==> src/flcse_map.svh <==
// constants of the flash command/status host controller
// assumes a 100 MHz clock; times are in ns, counts in cycles
`ifndef FLCSE_MAP_SVH
`define FLCSE_MAP_SVH

`define FL_CMD_READ_ARRAY 8'hFF
`define FL_CMD_IDENTIFY 8'h90
`define FL_CMD_READ_STATUS 8'h70
`define FL_CMD_CLEAR_STATUS 8'h50
`define FL_CMD_ERASE_SETUP 8'h20
`define FL_CMD_CONFIRM 8'hD0
`define FL_CMD_WRITE_SETUP 8'h40
`define FL_CMD_WRITE_ALT 8'h10
`define FL_CMD_SUSPEND 8'hB0
`define FL_NULL_DATA 16'hFFFF

`define FL_SR_READY 7
`define FL_SR_SUSP 6
`define FL_SR_ERASE 5
`define FL_SR_WRITE 4
`define FL_SR_VPP 3
`define FL_SR_RESET 8'h00

`define FL_CLK_NS 10
`define FL_ACC_NS 80
`define FL_WE_NS 50
`define FL_RST_NS 100
`define FL_ACC_CYC ((`FL_ACC_NS + `FL_CLK_NS - 1) / `FL_CLK_NS)
`define FL_WE_CYC ((`FL_WE_NS + `FL_CLK_NS - 1) / `FL_CLK_NS)
`define FL_RST_CYC ((`FL_RST_NS + `FL_CLK_NS - 1) / `FL_CLK_NS)

`endif

==> src/flcse_pkg.sv <==
// types of the flash command/status host controller
// assumes flcse_map.svh for the numbers
package flcse_pkg;

typedef enum logic [3:0] {
    FLCSE_OP_READ = 4'h0,
    FLCSE_OP_IDENT = 4'h1,
    FLCSE_OP_STATUS = 4'h2,
    FLCSE_OP_CLEAR = 4'h3,
    FLCSE_OP_WRITE = 4'h4,
    FLCSE_OP_ERASE = 4'h5,
    FLCSE_OP_SUSPEND = 4'h6,
    FLCSE_OP_RESUME = 4'h7,
    FLCSE_OP_NULLW = 4'h8,
    FLCSE_OP_RESET = 4'h9
} flcse_op_t;

typedef enum logic [2:0] {
    FLCSE_ST_IDLE = 3'h0,
    FLCSE_ST_CMD = 3'h1,
    FLCSE_ST_DATA = 3'h2,
    FLCSE_ST_POLL = 3'h3,
    FLCSE_ST_RD = 3'h4,
    FLCSE_ST_RST = 3'h5
} flcse_state_t;

typedef enum logic [1:0] {
    FLCSE_MD_ARRAY = 2'h0,
    FLCSE_MD_IDENT = 2'h1,
    FLCSE_MD_STATUS = 2'h2,
    FLCSE_MD_OTHER = 2'h3
} flcse_mode_t;

typedef enum logic [1:0] {
    FLCSE_PH_IDLE = 2'h0,
    FLCSE_PH_LOW = 2'h1,
    FLCSE_PH_HIGH = 2'h2
} flcse_phase_t;

typedef struct packed {
    logic ce_n;
    logic we_n;
    logic oe_n;
    logic dq_oe_n;
    logic [19:0] addr;
    logic [15:0] dq;
} flcse_pins_t;

typedef struct packed {
    flcse_phase_t ph;
    logic [3:0] cnt;
    flcse_pins_t pins;
    logic [15:0] rdata;
    logic done;
} flcse_bus_t;

typedef struct packed {
    flcse_state_t st;
    flcse_op_t op;
    flcse_mode_t mode;
    logic [19:0] addr;
    logic [15:0] data;
    logic [7:0] status;
    logic [31:0] pcnt;
    logic [3:0] rcnt;
    logic rp_n;
    logic supply;
    logic wp;
    logic start;
    logic bwrite;
    logic [19:0] baddr;
    logic [15:0] bdata;
    logic done;
    logic refused;
    logic timeout;
    logic [15:0] rdata;
} flcse_host_t;

endpackage : flcse_pkg

==> src/flcse_bus.sv <==
// one asynchronous bus cycle (command/data write or read) on the flash pins
// assumes the caller starts a cycle only after the previous one is done
`timescale 1ns/100ps
`default_nettype none
`include "flcse_map.svh"

module flcse_bus
    import flcse_pkg::*;
(
    input wire logic clock_in,
    input wire logic arst_n_in,
    input wire logic start_in,
    input wire logic write_in,
    input wire logic [19:0] addr_in,
    input wire logic [15:0] data_in,
    input wire logic [15:0] dq_in,
    output flcse_pins_t pins_out,
    output logic done_out,
    output logic [15:0] rdata_out
);

    flcse_bus_t s_ff;
    flcse_bus_t nxt_s;

    always_comb begin
        nxt_s = s_ff;
        nxt_s.done = 1'b0;
        unique case (s_ff.ph)
            FLCSE_PH_IDLE: begin
                if (start_in) begin
                    nxt_s.pins.ce_n = 1'b0;
                    nxt_s.pins.we_n = ~write_in;
                    nxt_s.pins.oe_n = write_in;
                    nxt_s.pins.dq_oe_n = ~write_in;
                    nxt_s.pins.addr = addr_in;
                    nxt_s.pins.dq = data_in;
                    nxt_s.cnt = write_in ? 4'(`FL_WE_CYC) : 4'(`FL_ACC_CYC);
                    nxt_s.ph = FLCSE_PH_LOW;
                end
            end
            FLCSE_PH_LOW: begin
                nxt_s.cnt = s_ff.cnt - 4'h1;
                if (s_ff.cnt == 4'h1) begin
                    // rising strobe latches the write; data held one more cycle
                    nxt_s.pins.ce_n = 1'b1;
                    nxt_s.pins.we_n = 1'b1;
                    nxt_s.pins.oe_n = 1'b1;
                    if (s_ff.pins.we_n) begin
                        nxt_s.rdata = dq_in;
                    end
                    nxt_s.ph = FLCSE_PH_HIGH;
                end
            end
            FLCSE_PH_HIGH: begin
                nxt_s.pins.dq_oe_n = 1'b1;
                nxt_s.done = 1'b1;
                nxt_s.ph = FLCSE_PH_IDLE;
            end
            default: begin
                nxt_s.ph = FLCSE_PH_IDLE;
            end
        endcase
    end

    always_ff @(posedge clock_in or negedge arst_n_in) begin
        if (!arst_n_in) begin
            s_ff <= '{ph: FLCSE_PH_IDLE, cnt: 4'h0,
                      pins: '{1'b1, 1'b1, 1'b1, 1'b1, 20'h00000, 16'h0000},
                      rdata: 16'h0000, done: 1'b0};
        end else begin
            s_ff <= nxt_s;
        end
    end

    assign pins_out = s_ff.pins;
    assign done_out = s_ff.done;
    assign rdata_out = s_ff.rdata;
endmodule : flcse_bus
`default_nettype wire

==> src/flcse_host.sv <==
// host controller that drives a boot-block flash through its pins
// assumes a user port that issues one operation at a time while busy is low
`timescale 1ns/100ps
`default_nettype none
`include "flcse_map.svh"

// Function
// - status output holds; host toggles output or chip enable to refresh it
// - device starts in array read; FFh returns to it from any mode
// - host programs with 40h only (never 10h), then address and data with supply on
// - started write only stops by reset; all-ones data cancels after setup
// - host erases with 20h then D0h at a block address, supply on
module flcse_host
    import flcse_pkg::*;
#(
    parameter int unsigned POLL_MAX = 1000000
) (
    input wire logic clock_in,
    input wire logic arst_n_in,
    input wire logic req_in,
    input wire flcse_op_t op_in,
    input wire logic [19:0] addr_in,
    input wire logic [15:0] data_in,
    input wire logic boot_in,
    output logic busy_out,
    output logic done_out,
    output logic refused_out,
    output logic timeout_out,
    output logic [15:0] rdata_out,
    output logic [7:0] status_out,
    input wire logic [15:0] dq_in,
    output flcse_pins_t pins_out,
    output logic rp_n_out,
    output logic supply_out,
    output logic wp_out
);

    flcse_host_t s_ff;
    flcse_host_t nxt_s;
    logic bus_done;
    logic [15:0] bus_rdata;

    flcse_bus u_bus (
        .clock_in(clock_in),
        .arst_n_in(arst_n_in),
        .start_in(s_ff.start),
        .write_in(s_ff.bwrite),
        .addr_in(s_ff.baddr),
        .data_in(s_ff.bdata),
        .dq_in(dq_in),
        .pins_out(pins_out),
        .done_out(bus_done),
        .rdata_out(bus_rdata)
    );

    always_comb begin
        nxt_s = s_ff;
        nxt_s.start = 1'b0;
        nxt_s.done = 1'b0;
        nxt_s.refused = 1'b0;
        nxt_s.timeout = 1'b0;
        unique case (s_ff.st)
            FLCSE_ST_IDLE: begin
                if (req_in) begin
                    nxt_s.op = op_in;
                    nxt_s.addr = addr_in;
                    nxt_s.data = data_in;
                    nxt_s.start = 1'b1;
                    nxt_s.bwrite = 1'b1;
                    nxt_s.baddr = 20'h00000;
                    nxt_s.st = FLCSE_ST_CMD;
                    unique case (op_in)
                        FLCSE_OP_READ: begin
                            if (s_ff.mode == FLCSE_MD_ARRAY) begin
                                nxt_s.bwrite = 1'b0;
                                nxt_s.baddr = addr_in;
                                nxt_s.st = FLCSE_ST_RD;
                            end else begin
                                nxt_s.bdata = {8'h00, `FL_CMD_READ_ARRAY};
                            end
                        end
                        FLCSE_OP_IDENT: nxt_s.bdata = {8'h00, `FL_CMD_IDENTIFY};
                        FLCSE_OP_STATUS: nxt_s.bdata = {8'h00, `FL_CMD_READ_STATUS};
                        FLCSE_OP_CLEAR: nxt_s.bdata = {8'h00, `FL_CMD_CLEAR_STATUS};
                        FLCSE_OP_SUSPEND: nxt_s.bdata = {8'h00, `FL_CMD_SUSPEND};
                        FLCSE_OP_RESUME: nxt_s.bdata = {8'h00, `FL_CMD_CONFIRM};
                        FLCSE_OP_NULLW: nxt_s.bdata = {8'h00, `FL_CMD_WRITE_SETUP};
                        FLCSE_OP_WRITE, FLCSE_OP_ERASE: begin
                            if (s_ff.status[`FL_SR_VPP]) begin
                                // device would refuse anyway; do not start
                                nxt_s.start = 1'b0;
                                nxt_s.refused = 1'b1;
                                nxt_s.done = 1'b1;
                                nxt_s.st = FLCSE_ST_IDLE;
                            end else begin
                                nxt_s.supply = 1'b1;
                                nxt_s.wp = boot_in;
                                nxt_s.bdata = (op_in == FLCSE_OP_WRITE) ?
                                    {8'h00, `FL_CMD_WRITE_SETUP} : {8'h00, `FL_CMD_ERASE_SETUP};
                            end
                        end
                        FLCSE_OP_RESET: begin
                            nxt_s.start = 1'b0;
                            nxt_s.rp_n = 1'b0;
                            nxt_s.rcnt = 4'(`FL_RST_CYC);
                            nxt_s.st = FLCSE_ST_RST;
                        end
                        default: begin
                            nxt_s.start = 1'b0;
                            nxt_s.refused = 1'b1;
                            nxt_s.done = 1'b1;
                            nxt_s.st = FLCSE_ST_IDLE;
                        end
                    endcase
                end
            end
            FLCSE_ST_CMD: begin
                if (bus_done) begin
                    nxt_s.start = 1'b1;
                    nxt_s.bwrite = 1'b0;
                    nxt_s.baddr = s_ff.addr;
                    nxt_s.st = FLCSE_ST_RD;
                    unique case (s_ff.op)
                        FLCSE_OP_READ: nxt_s.mode = FLCSE_MD_ARRAY;
                        FLCSE_OP_IDENT: nxt_s.mode = FLCSE_MD_IDENT;
                        FLCSE_OP_STATUS: nxt_s.mode = FLCSE_MD_STATUS;
                        FLCSE_OP_WRITE, FLCSE_OP_ERASE, FLCSE_OP_NULLW: begin
                            nxt_s.bwrite = 1'b1;
                            nxt_s.bdata = (s_ff.op == FLCSE_OP_WRITE) ? s_ff.data :
                                (s_ff.op == FLCSE_OP_ERASE) ? {8'h00, `FL_CMD_CONFIRM} :
                                `FL_NULL_DATA;
                            nxt_s.st = FLCSE_ST_DATA;
                        end
                        FLCSE_OP_SUSPEND: begin
                            nxt_s.mode = FLCSE_MD_STATUS;
                            nxt_s.pcnt = 32'h00000000;
                            nxt_s.st = FLCSE_ST_POLL;
                        end
                        FLCSE_OP_CLEAR: begin
                            nxt_s.start = 1'b0;
                            nxt_s.status[`FL_SR_ERASE:`FL_SR_VPP] = 3'h0;
                            nxt_s.mode = FLCSE_MD_OTHER;
                            nxt_s.done = 1'b1;
                            nxt_s.st = FLCSE_ST_IDLE;
                        end
                        default: begin
                            nxt_s.start = 1'b0;
                            nxt_s.mode = FLCSE_MD_STATUS;
                            nxt_s.done = 1'b1;
                            nxt_s.st = FLCSE_ST_IDLE;
                        end
                    endcase
                end
            end
            FLCSE_ST_DATA: begin
                if (bus_done) begin
                    if (s_ff.op == FLCSE_OP_NULLW) begin
                        nxt_s.mode = FLCSE_MD_OTHER;
                        nxt_s.done = 1'b1;
                        nxt_s.st = FLCSE_ST_IDLE;
                    end else begin
                        nxt_s.mode = FLCSE_MD_STATUS;
                        nxt_s.start = 1'b1;
                        nxt_s.bwrite = 1'b0;
                        nxt_s.pcnt = 32'h00000000;
                        nxt_s.st = FLCSE_ST_POLL;
                    end
                end
            end
            FLCSE_ST_POLL: begin
                if (bus_done) begin
                    nxt_s.status = bus_rdata[7:0];
                    nxt_s.rdata = bus_rdata;
                    if (bus_rdata[`FL_SR_READY] || s_ff.pcnt == POLL_MAX - 1) begin
                        // ready or poll limit reached: error bits valid only if ready; device stays in status mode
                        nxt_s.supply = 1'b0;
                        nxt_s.wp = 1'b0;
                        nxt_s.timeout = ~bus_rdata[`FL_SR_READY];
                        nxt_s.done = 1'b1;
                        nxt_s.st = FLCSE_ST_IDLE;
                    end else begin
                        // each poll is a fresh read cycle so the status refreshes
                        nxt_s.start = 1'b1;
                        nxt_s.pcnt = s_ff.pcnt + 32'h1;
                    end
                end
            end
            FLCSE_ST_RD: begin
                if (bus_done) begin
                    nxt_s.rdata = bus_rdata;
                    if (s_ff.op == FLCSE_OP_STATUS) begin
                        nxt_s.status = bus_rdata[7:0];
                    end
                    nxt_s.done = 1'b1;
                    nxt_s.st = FLCSE_ST_IDLE;
                end
            end
            FLCSE_ST_RST: begin
                nxt_s.rcnt = s_ff.rcnt - 4'h1;
                if (s_ff.rcnt == 4'h1) begin
                    nxt_s.rp_n = 1'b1;
                    nxt_s.mode = FLCSE_MD_ARRAY;
                    nxt_s.status = `FL_SR_RESET;
                    nxt_s.supply = 1'b0;
                    nxt_s.wp = 1'b0;
                    nxt_s.done = 1'b1;
                    nxt_s.st = FLCSE_ST_IDLE;
                end
            end
            default: begin
                nxt_s.st = FLCSE_ST_IDLE;
            end
        endcase
    end

    always_ff @(posedge clock_in or negedge arst_n_in) begin
        if (!arst_n_in) begin
            s_ff <= '{st: FLCSE_ST_IDLE, op: FLCSE_OP_READ, mode: FLCSE_MD_ARRAY,
                      addr: 20'h00000, data: 16'h0000, status: `FL_SR_RESET,
                      pcnt: 32'h00000000, rcnt: 4'h0, rp_n: 1'b1, supply: 1'b0,
                      wp: 1'b0, start: 1'b0, bwrite: 1'b0, baddr: 20'h00000,
                      bdata: 16'h0000, done: 1'b0, refused: 1'b0, timeout: 1'b0,
                      rdata: 16'h0000};
        end else begin
            s_ff <= nxt_s;
        end
    end

    assign busy_out = (s_ff.st != FLCSE_ST_IDLE);
    assign done_out = s_ff.done;
    assign refused_out = s_ff.refused;
    assign timeout_out = s_ff.timeout;
    assign rdata_out = s_ff.rdata;
    assign status_out = s_ff.status;
    assign rp_n_out = s_ff.rp_n;
    assign supply_out = s_ff.supply;
    assign wp_out = s_ff.wp;
endmodule : flcse_host
`default_nettype wire

==> config.mk <==
export PLATFORM = sky130hd
export DESIGN_NAME = flcse_host
export DESIGN_NICKNAME = d
export VERILOG_FILES = /design/src/flcse_pkg.sv /design/src/flcse_bus.sv /design/src/flcse_host.sv
export VERILOG_INCLUDE_DIRS = /design/src
export SDC_FILE = /design/constraint.sdc
export NUM_CORES = 1
export LEC_CHECK = 0
export BUFFER_PORTS_ARGS = -buffer_cell sky130_fd_sc_hd__buf_4
export CAP_MARGIN = 20
export CORE_ASPECT_RATIO = 0.9
export CORE_MARGIN = 2
export CORE_UTILIZATION = 45
export DETAILED_ROUTE_END_ITERATION = 16
export PLACE_DENSITY_LB_ADDON = 0.1
export RECOVER_POWER = 100
export SLEW_MARGIN = 20
export SYNTH_ARGS = -nofsm -noshare
export SYNTH_HDL_FRONTEND = slang
export SYNTH_SLANG_ARGS = --single-unit
==> constraint.sdc <==
create_clock -name clock_in -period 2.7 [get_ports clock_in]
set_input_delay 0.135 -clock clock_in [delete_from_list [all_inputs] [get_ports clock_in]]
set_output_delay 0.135 -clock clock_in [all_outputs]
set_load 0.03 [all_outputs]
==> results of run 1 <==
## routing by layer
layer	share of wire	up-vias	global-route usage
met3	0.058	39	0.0348
met4	0.023	0	0.0500
li1	-	3809	-
met2	0.43	209	0.301
met5	0	-	0
met1	0.49	3707	0.300
## report_power, final
group | internal (mW) | switching, mW | leakage, nW | total, mW
registers | 3.58 | 0.253 | 2.77 | 3.83
logic | 0.559 | 0.975 | 2.50 | 1.53
clock network | 1.83 | 1.28 | 0.380 | 3.12
## sequential cells by signal, summed over array words and instances, names as in the netlist, 6 cells and up
name             flops
status_out           8
s_ff               119
u_bus.pins_out      40
u_bus.rdata_out     16
rdata_out           16
u_bus.s_ff           6
## synthesized netlist by cell type, types with 3 or more instances
master	instances	area, sq um
a21o_1	3	22.5
a21oi_1	40	200
a221o_1	20	200
a31oi_1	13	81.3
and3_1	23	144
buf_4	64	480
clkbuf_1	49	184
dfrtp_1	207	5180
dfstp_2	5	131
ha_1	5	62.6
inv_1	38	143
mux2_2	32	360
mux2i_1	9	90.1
nand2_1	247	927
nand2b_1	6	37.5
nand3_1	17	85.1
nand4_1	6	37.5
nor2_1	68	255
nor2b_1	8	50.1
nor3_1	23	115
nor3b_1	3	22.5
nor4_1	13	81.3
nor4b_1	4	35.0
o211ai_1	9	67.6
o21ai_0	62	310
o22ai_1	4	25.0
o31ai_1	4	30.0
or3_1	7	43.8
or4_1	3	22.5
xnor2_1	25	219
## per-stage QoR
step	power, mW	cell area, sq um	hold WS [ps]	worst slack (ps)
after floorplan	5.13	10000	-161	350
after global placement	5.52	11000	146	142
after detailed placement	5.54	11000	143	148
after CTS	8.77	12300	4.74	142
after global routing	8.92	12000	56.4	25.0
final	8.48	12000	29.5	137
## critical path: stages (launching register included)
cell	delay [ps]
dfrtp_1	420
nor4_1	360
nand4_1	190
or4_4	600
a211o_2	390
nand2b_4	160
mux2_1	320
## what timing repair did
action,in CTS,in global routing
endpoints found under the setup margin,0,0
buffers inserted,0,0
hold buffers,57,0
endpoints found under the hold margin,144,0
## path summary, 6_finish.rpt
kind,start,end,cells after the start
min in group asynchronous,arst_n_in,rdata_out[14]$_DFFE_PN0P_,2
max in group asynchronous,arst_n_in,s_ff[71]$_DFFE_PN0P_,3
setup reg to reg,s_ff[88]$_DFFE_PN0P_,supply_out$_DFFE_PN0P_,6
hold reg to reg,s_ff[53]$_DFFE_PN0P_,u_bus.pins_out[34]$_DFFE_PN0P_,2
hold / removal,op_in[2],s_ff[144]$_DFFE_PN0P_,3
setup / recovery,s_ff[88]$_DFFE_PN0P_,supply_out$_DFFE_PN0P_,6
## cell type report
cell class / instances / area [sq um]
clock buffers: 37 / 719
multi-input cells: 691 / 3850
well taps: 291 / 364
clock inverters: 7 / 48.8
flip-flops and latches: 212 / 5310
inverters: 38 / 143
fillers: 2012 / 9780
repair buffers: 221 / 1540
## kinds of logic (layout without fill, tap and decap cells)
kind of cell | count (synthesis) | in the layout | share of synthesized area
AO/OA/AOI/OAI | 174 | 174 | 0.110
buffers and inverters | 155 | 303 | 0.0841
AND/OR/NAND/NOR | 444 | 444 | 0.200
flip-flops | 212 | 212 | 0.530
multiplexers | 42 | 42 | 0.0465
adder cells (fa/ha/maj) | 5 | 5 | 0.00625
XOR/XNOR | 26 | 26 | 0.0227
==> impl_metrics.ini, run 1 <==
[outcome]
status = finished with violations
violations = capacitance limit, slew limit

[sta]
setup_tns_ps = 0
fin_crit_ps = 2560
slew_headroom = -0.210
rsz0062_at_grt = false
fin_crit_sh = 0.949
tightest_slew_ps = 1820
hold_viol_final = 0
finalSetupViolations = 0
final_max_slew_viol_count = 70
max_freq_mhz = 390
skew_ps = 7.82

[worst_setup_path]
arrival_ps = 2960
ff2ff_setup_slack_ps = 140
crit_required_ps = 3100
worstSetupEndpointType = flip-flop
cp_max_fo = 6
start_kind = flip-flop
critPathKind = flip-flop to flip-flop

[global_route]
grt_usage = 0.200
grt_pass1_wl_mm = 38.8
overflow = 0
grt_max_degree = 72
first_global_vias = 7493
antenna_found_initial = 0

[final_layout]
n_antenna_cell = 0
final_common_cell = nand2_1
fin_util = 0.551
final_nets = 1253
layout-drive-gt1-share = 0.143
final_cell_mix = nand2_1 (248), dfrtp_1 (207), clkbuf_1 (84)
area_growth_pct = 19.6
stdcell_count = 1497

[power]
leakagePower_nw = 5.65
p_per_area_nw_per_um2 = 708
ir_worst_vdd_mv = 0.460

[clocking]
clk_pin_slew_ps = 60
htreeDepth = 1
cts_tree = built
cts.repair.resized = 0
root_buffer = clkbuf_16
cts_made_buffers = 24
cts_buffer_depth = 3
cts_sinks = 212
clk_latency_ps = 520

[detailed_routing]
via_per_inst = 5.19
routed_wl_mm = 23.3
firstDrtPassIters = 5
wl_per_cell_um = 15.6
drc = 0
drtIter0Drc = 524
postRouteAntennaNets = 0
num_vias = 7764

[place]
dpl.cell_count = 1396
io_buffers = 130
gp_congestion = 0.878
dp_hpwl_mm = 15.1

[synthesis]
synth_cells = 1058
synth_edf_count = 0
yosysWarnings = 0
avgSynthCellArea_sq_um = 9.47
ys_types = 64
ys_ff_latch = 212
synth_fp_nets = 1123
async_flop_share = 1.00
ys.flop_type = dfrtp_1
yosysSeqAreaShare = 0.530
netlist_area_sq_um = 10000

[floorplanning]
core-area_sq_um = 21800
initial_core_util = 0.460
die_height_um = 146
io_pins = 131
die_area_sq_um = 23500
die_w_um = 161
row_count = 51

[hold_path]
hp-class = primary input to flip-flop

[flow_run]
maxCapViolCount = 1
Power figures use the tool's default switching activity.
==> run 2, diff against run 1 <==
--- a/config.mk
+++ b/config.mk
@@ -9,7 +9,6 @@
 export BUFFER_PORTS_ARGS = -buffer_cell sky130_fd_sc_hd__buf_4
 export CAP_MARGIN = 20
 export CORE_ASPECT_RATIO = 0.9
-export CORE_MARGIN = 2
 export CORE_UTILIZATION = 45
 export DETAILED_ROUTE_END_ITERATION = 16
 export PLACE_DENSITY_LB_ADDON = 0.1
==> run 2 against run 1 <==
Effect of this change:
- the flow still finishes with violations (capacitance limit, slew limit)
- combinational power hardly changed
- maximum frequency hardly changed
- setup slack worse by 2.3 ps
- worst hold slack worse by 0.90 ps
- core utilization is 0.24 points higher
- global-route usage is 0.84 points higher
- register-to-register slack hardly changed
- die area is 2.6% lower
- largest cell class unchanged
- largest power group unchanged
- highest routed layer unchanged
==> impl_metrics.ini, run 2 (synthesis results as in run 1) <==
[power]
switching_share = 0.291
p_comb_frac = 0.178
p_per_area_nw_per_um2 = 726
pwr-share-seq = 0.438
leakagePower_nw = 5.68
internal_power_mw = 6.19
power_frac_clock = 0.384
ir_worst_vdd_mv = 0.635
netSwitchingPower_mw = 2.54

[sta]
final_max_slew_viol_count = 105
tightest_slew_ps = 1850
fin_crit_ps = 2560
finalWorstSetupSlack_ps = 135
hold_viol_final = 0
setup_tns_ps = 0
fin_crit_sh = 0.950
skew_ps = 9.15
rsz0062_at_grt = false
slew_headroom = -0.234
finalSetupViolations = 0
max_freq_mhz = 390

[detailed_routing]
routed_wl_mm = 23.5
num_vias = 7692
drtIter0Drc = 489
drc = 0
via_per_inst = 5.12
wl_per_cell_um = 15.6
firstDrtPassIters = 7
postRouteAntennaNets = 0

[floorplanning]
core-area_sq_um = 21800
die_height_um = 144
io_pins = 131
die_area_sq_um = 22900
initial_core_util = 0.460
row_count = 51
die_w_um = 159

[final_layout]
area_growth_pct = 20.1
fill_cells = 2049
final_common_cell = nand2_1
n_antenna_cell = 0
layout-drive-gt1-share = 0.148
final_cell_area_sq_um = 12000
final_nets = 1258
regMostFlops = s_ff
final_cell_mix = nand2_1 (247), dfrtp_1 (207), clkbuf_1 (84)
largest_register_ffs = 119
stdcell_count = 1502

[place]
pre_cts_slack_ps = 128
io_buffers = 130
dpl.cell_count = 1400
gp_congestion = 0.873
dp_hpwl_mm = 15.1
dpl-instance-area_sq_um = 11000

[clocking]
cts_sinks = 212
clk_pin_slew_ps = 60
root_buffer = clkbuf_16
cts_buffer_depth = 3
post_cts_buffers = 0
htreeDepth = 1
cts_tree = built
cts.repair.resized = 0
clk_latency_ps = 520
cts_made_buffers = 24

[outcome]
status = finished with violations
violations = capacitance limit, slew limit

[worst_setup_path]
start_kind = flip-flop
crit_required_ps = 3100
arrival_ps = 2960
critPathKind = flip-flop to flip-flop
cp_max_fo = 6
worstSetupEndpointType = flip-flop

[global_route]
overflow = 0
grt_usage = 0.208
grt_max_degree = 70
antenna_found_initial = 0
first_global_vias = 7546
grt_pass1_wl_mm = 38.6

[flow_run]
maxCapViolCount = 2

[hold_path]
hp-class = primary input to flip-flop
-- run 2: cell types whose count changed in the layout (fill, tap and decap cells not counted), sizes merged --
cell         previous run  this run
clkbuf                121       125
dlygate4sd3            57        58
bufinv                  0         2
buf                    80        77
clkinv                  6         7
-- run 2: stage by stage --
step,util,power (mW),hold slack [ps]
global placement,0.505,5.53,141
global route,0.553,9.15,29.5
floorplan,-,5.13,-161
finish,0.553,8.73,28.6
CTS,0.570,9.03,2.54
detailed placement,0.505,5.56,143
-- run 2: worst paths after layout --
kind / from / endpoint / slack (ps) / depth (start not counted)
worst min register to register: s_ff[41]$_DFFE_PN0P_ / u_bus.pins_out[22]$_DFFE_PN0P_ / 460 / 2
min in group asynchronous: arst_n_in / s_ff[28]$_DFFE_PN0P_ / 650 / 2
worst max register to register: s_ff[70]$_DFFE_PN0P_ / supply_out$_DFFE_PN0P_ / 140 / 6
worst max-delay path: s_ff[70]$_DFFE_PN0P_ / supply_out$_DFFE_PN0P_ / 140 / 6
worst min-delay path: op_in[2] / s_ff[144]$_DFFE_PN0P_ / 30 / 3
max in group asynchronous: arst_n_in / u_bus.pins_out[39]$_DFFE_PN1P_ / 550 / 3
-- run 2: layout make-up --
| cell class | instances | area (sq um) | area share |
|---|---|---|---|
| clock buffers | 34 | 718 | 0.0597 |
| clock inverters | 10 | 118 | 0.00977 |
| inverters | 38 | 143 | 0.0119 |
| multi-input cells | 691 | 3860 | 0.321 |
| flip-flops and latches | 212 | 5310 | 0.441 |
| well taps | 291 | 364 | 0.0303 |
| repair buffers | 226 | 1520 | 0.126 |
-- run 2: repair_timing --
item / CTS / global route
setup endpoints to repair: 0 / 0
endpoints found under the hold margin: 142 / 0
hold buffers: 58 / 0
-- run 2: power groups by stage --
| stage | Clock [mW] | Combinational, mW | Sequential (mW) |
|---|---|---|---|
| after floorplan | 0 | 1.32 | 3.81 |
| after global placement | 0 | 1.66 | 3.88 |
| after detailed placement | 0 | 1.67 | 3.88 |
| after CTS | 3.45 | 1.75 | 3.83 |
| after global routing | 3.57 | 1.71 | 3.88 |
| final | 3.35 | 1.56 | 3.82 |
-- run 2: routing by layer --
layer | GRT usage | routed length (um)
met1 | 0.300 | 11600
met3 | 0.0341 | 1260
met4 | 0.0531 | 408
met5 | 0 | 0
met2 | 0.327 | 10200
-- run 2: critical path: stages, from the launching register on --
cell and delay [ps]:
dfrtp_1 430, nor4_1 370, nand4_1 180, or4_4 610, a211o_2 390, nand2b_4 160
mux2_1 320
==> run 3, diff against run 2 <==
--- a/config.mk
+++ b/config.mk
@@ -13,6 +13,7 @@
 export DETAILED_ROUTE_END_ITERATION = 16
 export PLACE_DENSITY_LB_ADDON = 0.1
 export RECOVER_POWER = 100
+export REMOVE_ABC_BUFFERS = 1
 export SLEW_MARGIN = 20
 export SYNTH_ARGS = -nofsm -noshare
 export SYNTH_HDL_FRONTEND = slang
==> run 3 against run 2 <==
Effect of this change:
- the flow still finishes with violations (capacitance limit, slew limit)
- clock-buffer cell count stayed put
- global-route usage decreased by 0.46 points
- core utilization rose by 0.075 points
- critical path type unchanged
- critical endpoint unchanged
==> impl_metrics.ini, run 3 (synthesis results as in run 1) <==
[outcome]
status = finished with violations
violations = capacitance limit, slew limit

[global_route]
antenna_found_initial = 0
grt_max_degree = 75
first_global_vias = 7348
grt_pass1_wl_mm = 37.7
overflow = 0
grt_usage = 0.203

[worst_setup_path]
worstSetupEndpoint = supply_out$_DFFE_PN0P_
cp_max_fo = 6
startpoint = s_ff[74]$_DFFE_PN0P_
r2r_cells = 6
timing.rr.start = s_ff[74]$_DFFE_PN0P_
r2r-end = supply_out$_DFFE_PN0P_
critPathKind = flip-flop to flip-flop
arrival_ps = 2960
crit_required_ps = 3100
worstSetupEndpointType = flip-flop
start_kind = flip-flop
ff2ff_setup_slack_ps = 140

[detailed_routing]
firstDrtPassIters = 5
drtIter0Drc = 573
num_vias = 7672
via_per_inst = 5.12
drc = 0
postRouteAntennaNets = 0
wl_per_cell_um = 15.2
routed_wl_mm = 22.9

[floorplanning]
die_area_sq_um = 22900
die_height_um = 144
io_pins = 131
core-area_sq_um = 21800
row_count = 51
die_w_um = 159
initial_core_util = 0.460

[clocking]
clk_pin_slew_ps = 60
cts.repair.resized = 0
cts_buffer_depth = 3
cts_sinks = 212
clk_latency_ps = 510
htreeDepth = 1
cts_made_buffers = 24
post_cts_buffers = 0
cts_tree = built
root_buffer = clkbuf_16

[final_layout]
layout-drive-gt1-share = 0.147
multiInputGateArea_sq_um = 3860
fill_cells = 1995
regMostFlops = s_ff
final_cell_mix = nand2_1 (247), dfrtp_1 (207), clkbuf_1 (82)
final_common_cell = nand2_1
n_antenna_cell = 0
final_cell_area_sq_um = 12100
final_nets = 1257
seqCellArea_sq_um = 5310
area_growth_pct = 20.3
largest_register_ffs = 119

[place]
io_buffers = 130
dpl-instance-area_sq_um = 11000
pre_cts_slack_ps = 152
dp_hpwl_mm = 14.6
gp_congestion = 0.841

[sta]
skew_ps = 7.22
fin_crit_ps = 2560
tightest_slew_ps = 1860
finalSetupViolations = 0
final_max_slew_viol_count = 74
slew_headroom = -0.242
fin_crit_sh = 0.949
hold_ws_ps = 65.3
hold_viol_final = 0
rsz0062_at_grt = false
finalWorstSetupSlack_ps = 137
max_freq_mhz = 390

[power]
p_per_area_nw_per_um2 = 725
leakagePower_nw = 5.69
ir_worst_vdd_mv = 0.820

[hold_path]
hp-class = primary input to flip-flop
hold_start = op_in[2]

[flow_run]
maxCapViolCount = 1
[run 3: cell types whose count changed in the layout (fill, tap and decap cells not counted), moves of 2 or more]
cell / previous run / this run
clkbuf_2: 7 / 9
nor2_1: 65 / 67
nor2_2: 3 / 1
clkbuf_8: 8 / 5
clkbuf_1: 84 / 82
buf_12: 0 / 2
buf_2: 0 / 2
clkbuf_4: 2 / 0
[run 3: worst min-delay path by stage]
stage,to,slack [ps],depth (start not counted)
finish,s_ff[144]$_DFFE_PN0P_,70,3
CTS,s_ff[144]$_DFFE_PN0P_,50,3
global route,s_ff[144]$_DFFE_PN0P_,80,3
detailed placement,u_bus.pins_out[12]$_DFFE_PN0P_,150,1
floorplan,done_out$_DFF_PN0_,-160,0
global placement,u_bus.pins_out[12]$_DFFE_PN0P_,150,1
[run 3: where the power goes]
| group | switching, mW | internal [mW] | leakage (nW) |
|---|---|---|---|
| logic | 0.961 | 0.563 | 2.52 |
| clock network | 1.27 | 2.10 | 0.411 |
| registers | 0.264 | 3.58 | 2.77 |
| total | 2.49 | 6.24 | 5.69 |
[run 3: per-stage QoR]
step	TNS [ps]	utilization	cells	total power [mW]
finish	0	0.554	1499	8.74
global route	0	0.554	1499	9.17
CTS	0	0.570	1499	9.02
detailed placement	0	0.505	1399	5.54
global placement	0	0.505	1399	5.51
floorplan	-51130	-	941	4.84
[run 3: critical path, stage by stage (launching register included)]
cell and delay (ps):
dfrtp_1 440, nor4b_2 340, nand4_1 200, or4_4 610, a211o_2 400, nand2b_4 170
mux2_4 300
[run 3: layer usage]
| metal | share of wire | global-route usage |
|---|---|---|
| met2 | 0.44 | 0.318 |
| met1 | 0.50 | 0.294 |
| met4 | 0.018 | 0.0471 |
| met5 | 0 | 0 |
| met3 | 0.048 | 0.0367 |
[run 3: area by class of cell]
type	count	share of cell area
sequential	212	0.441
multi-input combinational	691	0.321
clock buffer	34	0.0589
timing repair buffer	225	0.128
tap	291	0.0302
clock inverter	8	0.00955
inverter	38	0.0118
[run 3: what timing repair did]
action	in CTS	in global routing
hold endpoints to repair	148	0
setup endpoints to repair	0	0
hold buffers	58	0
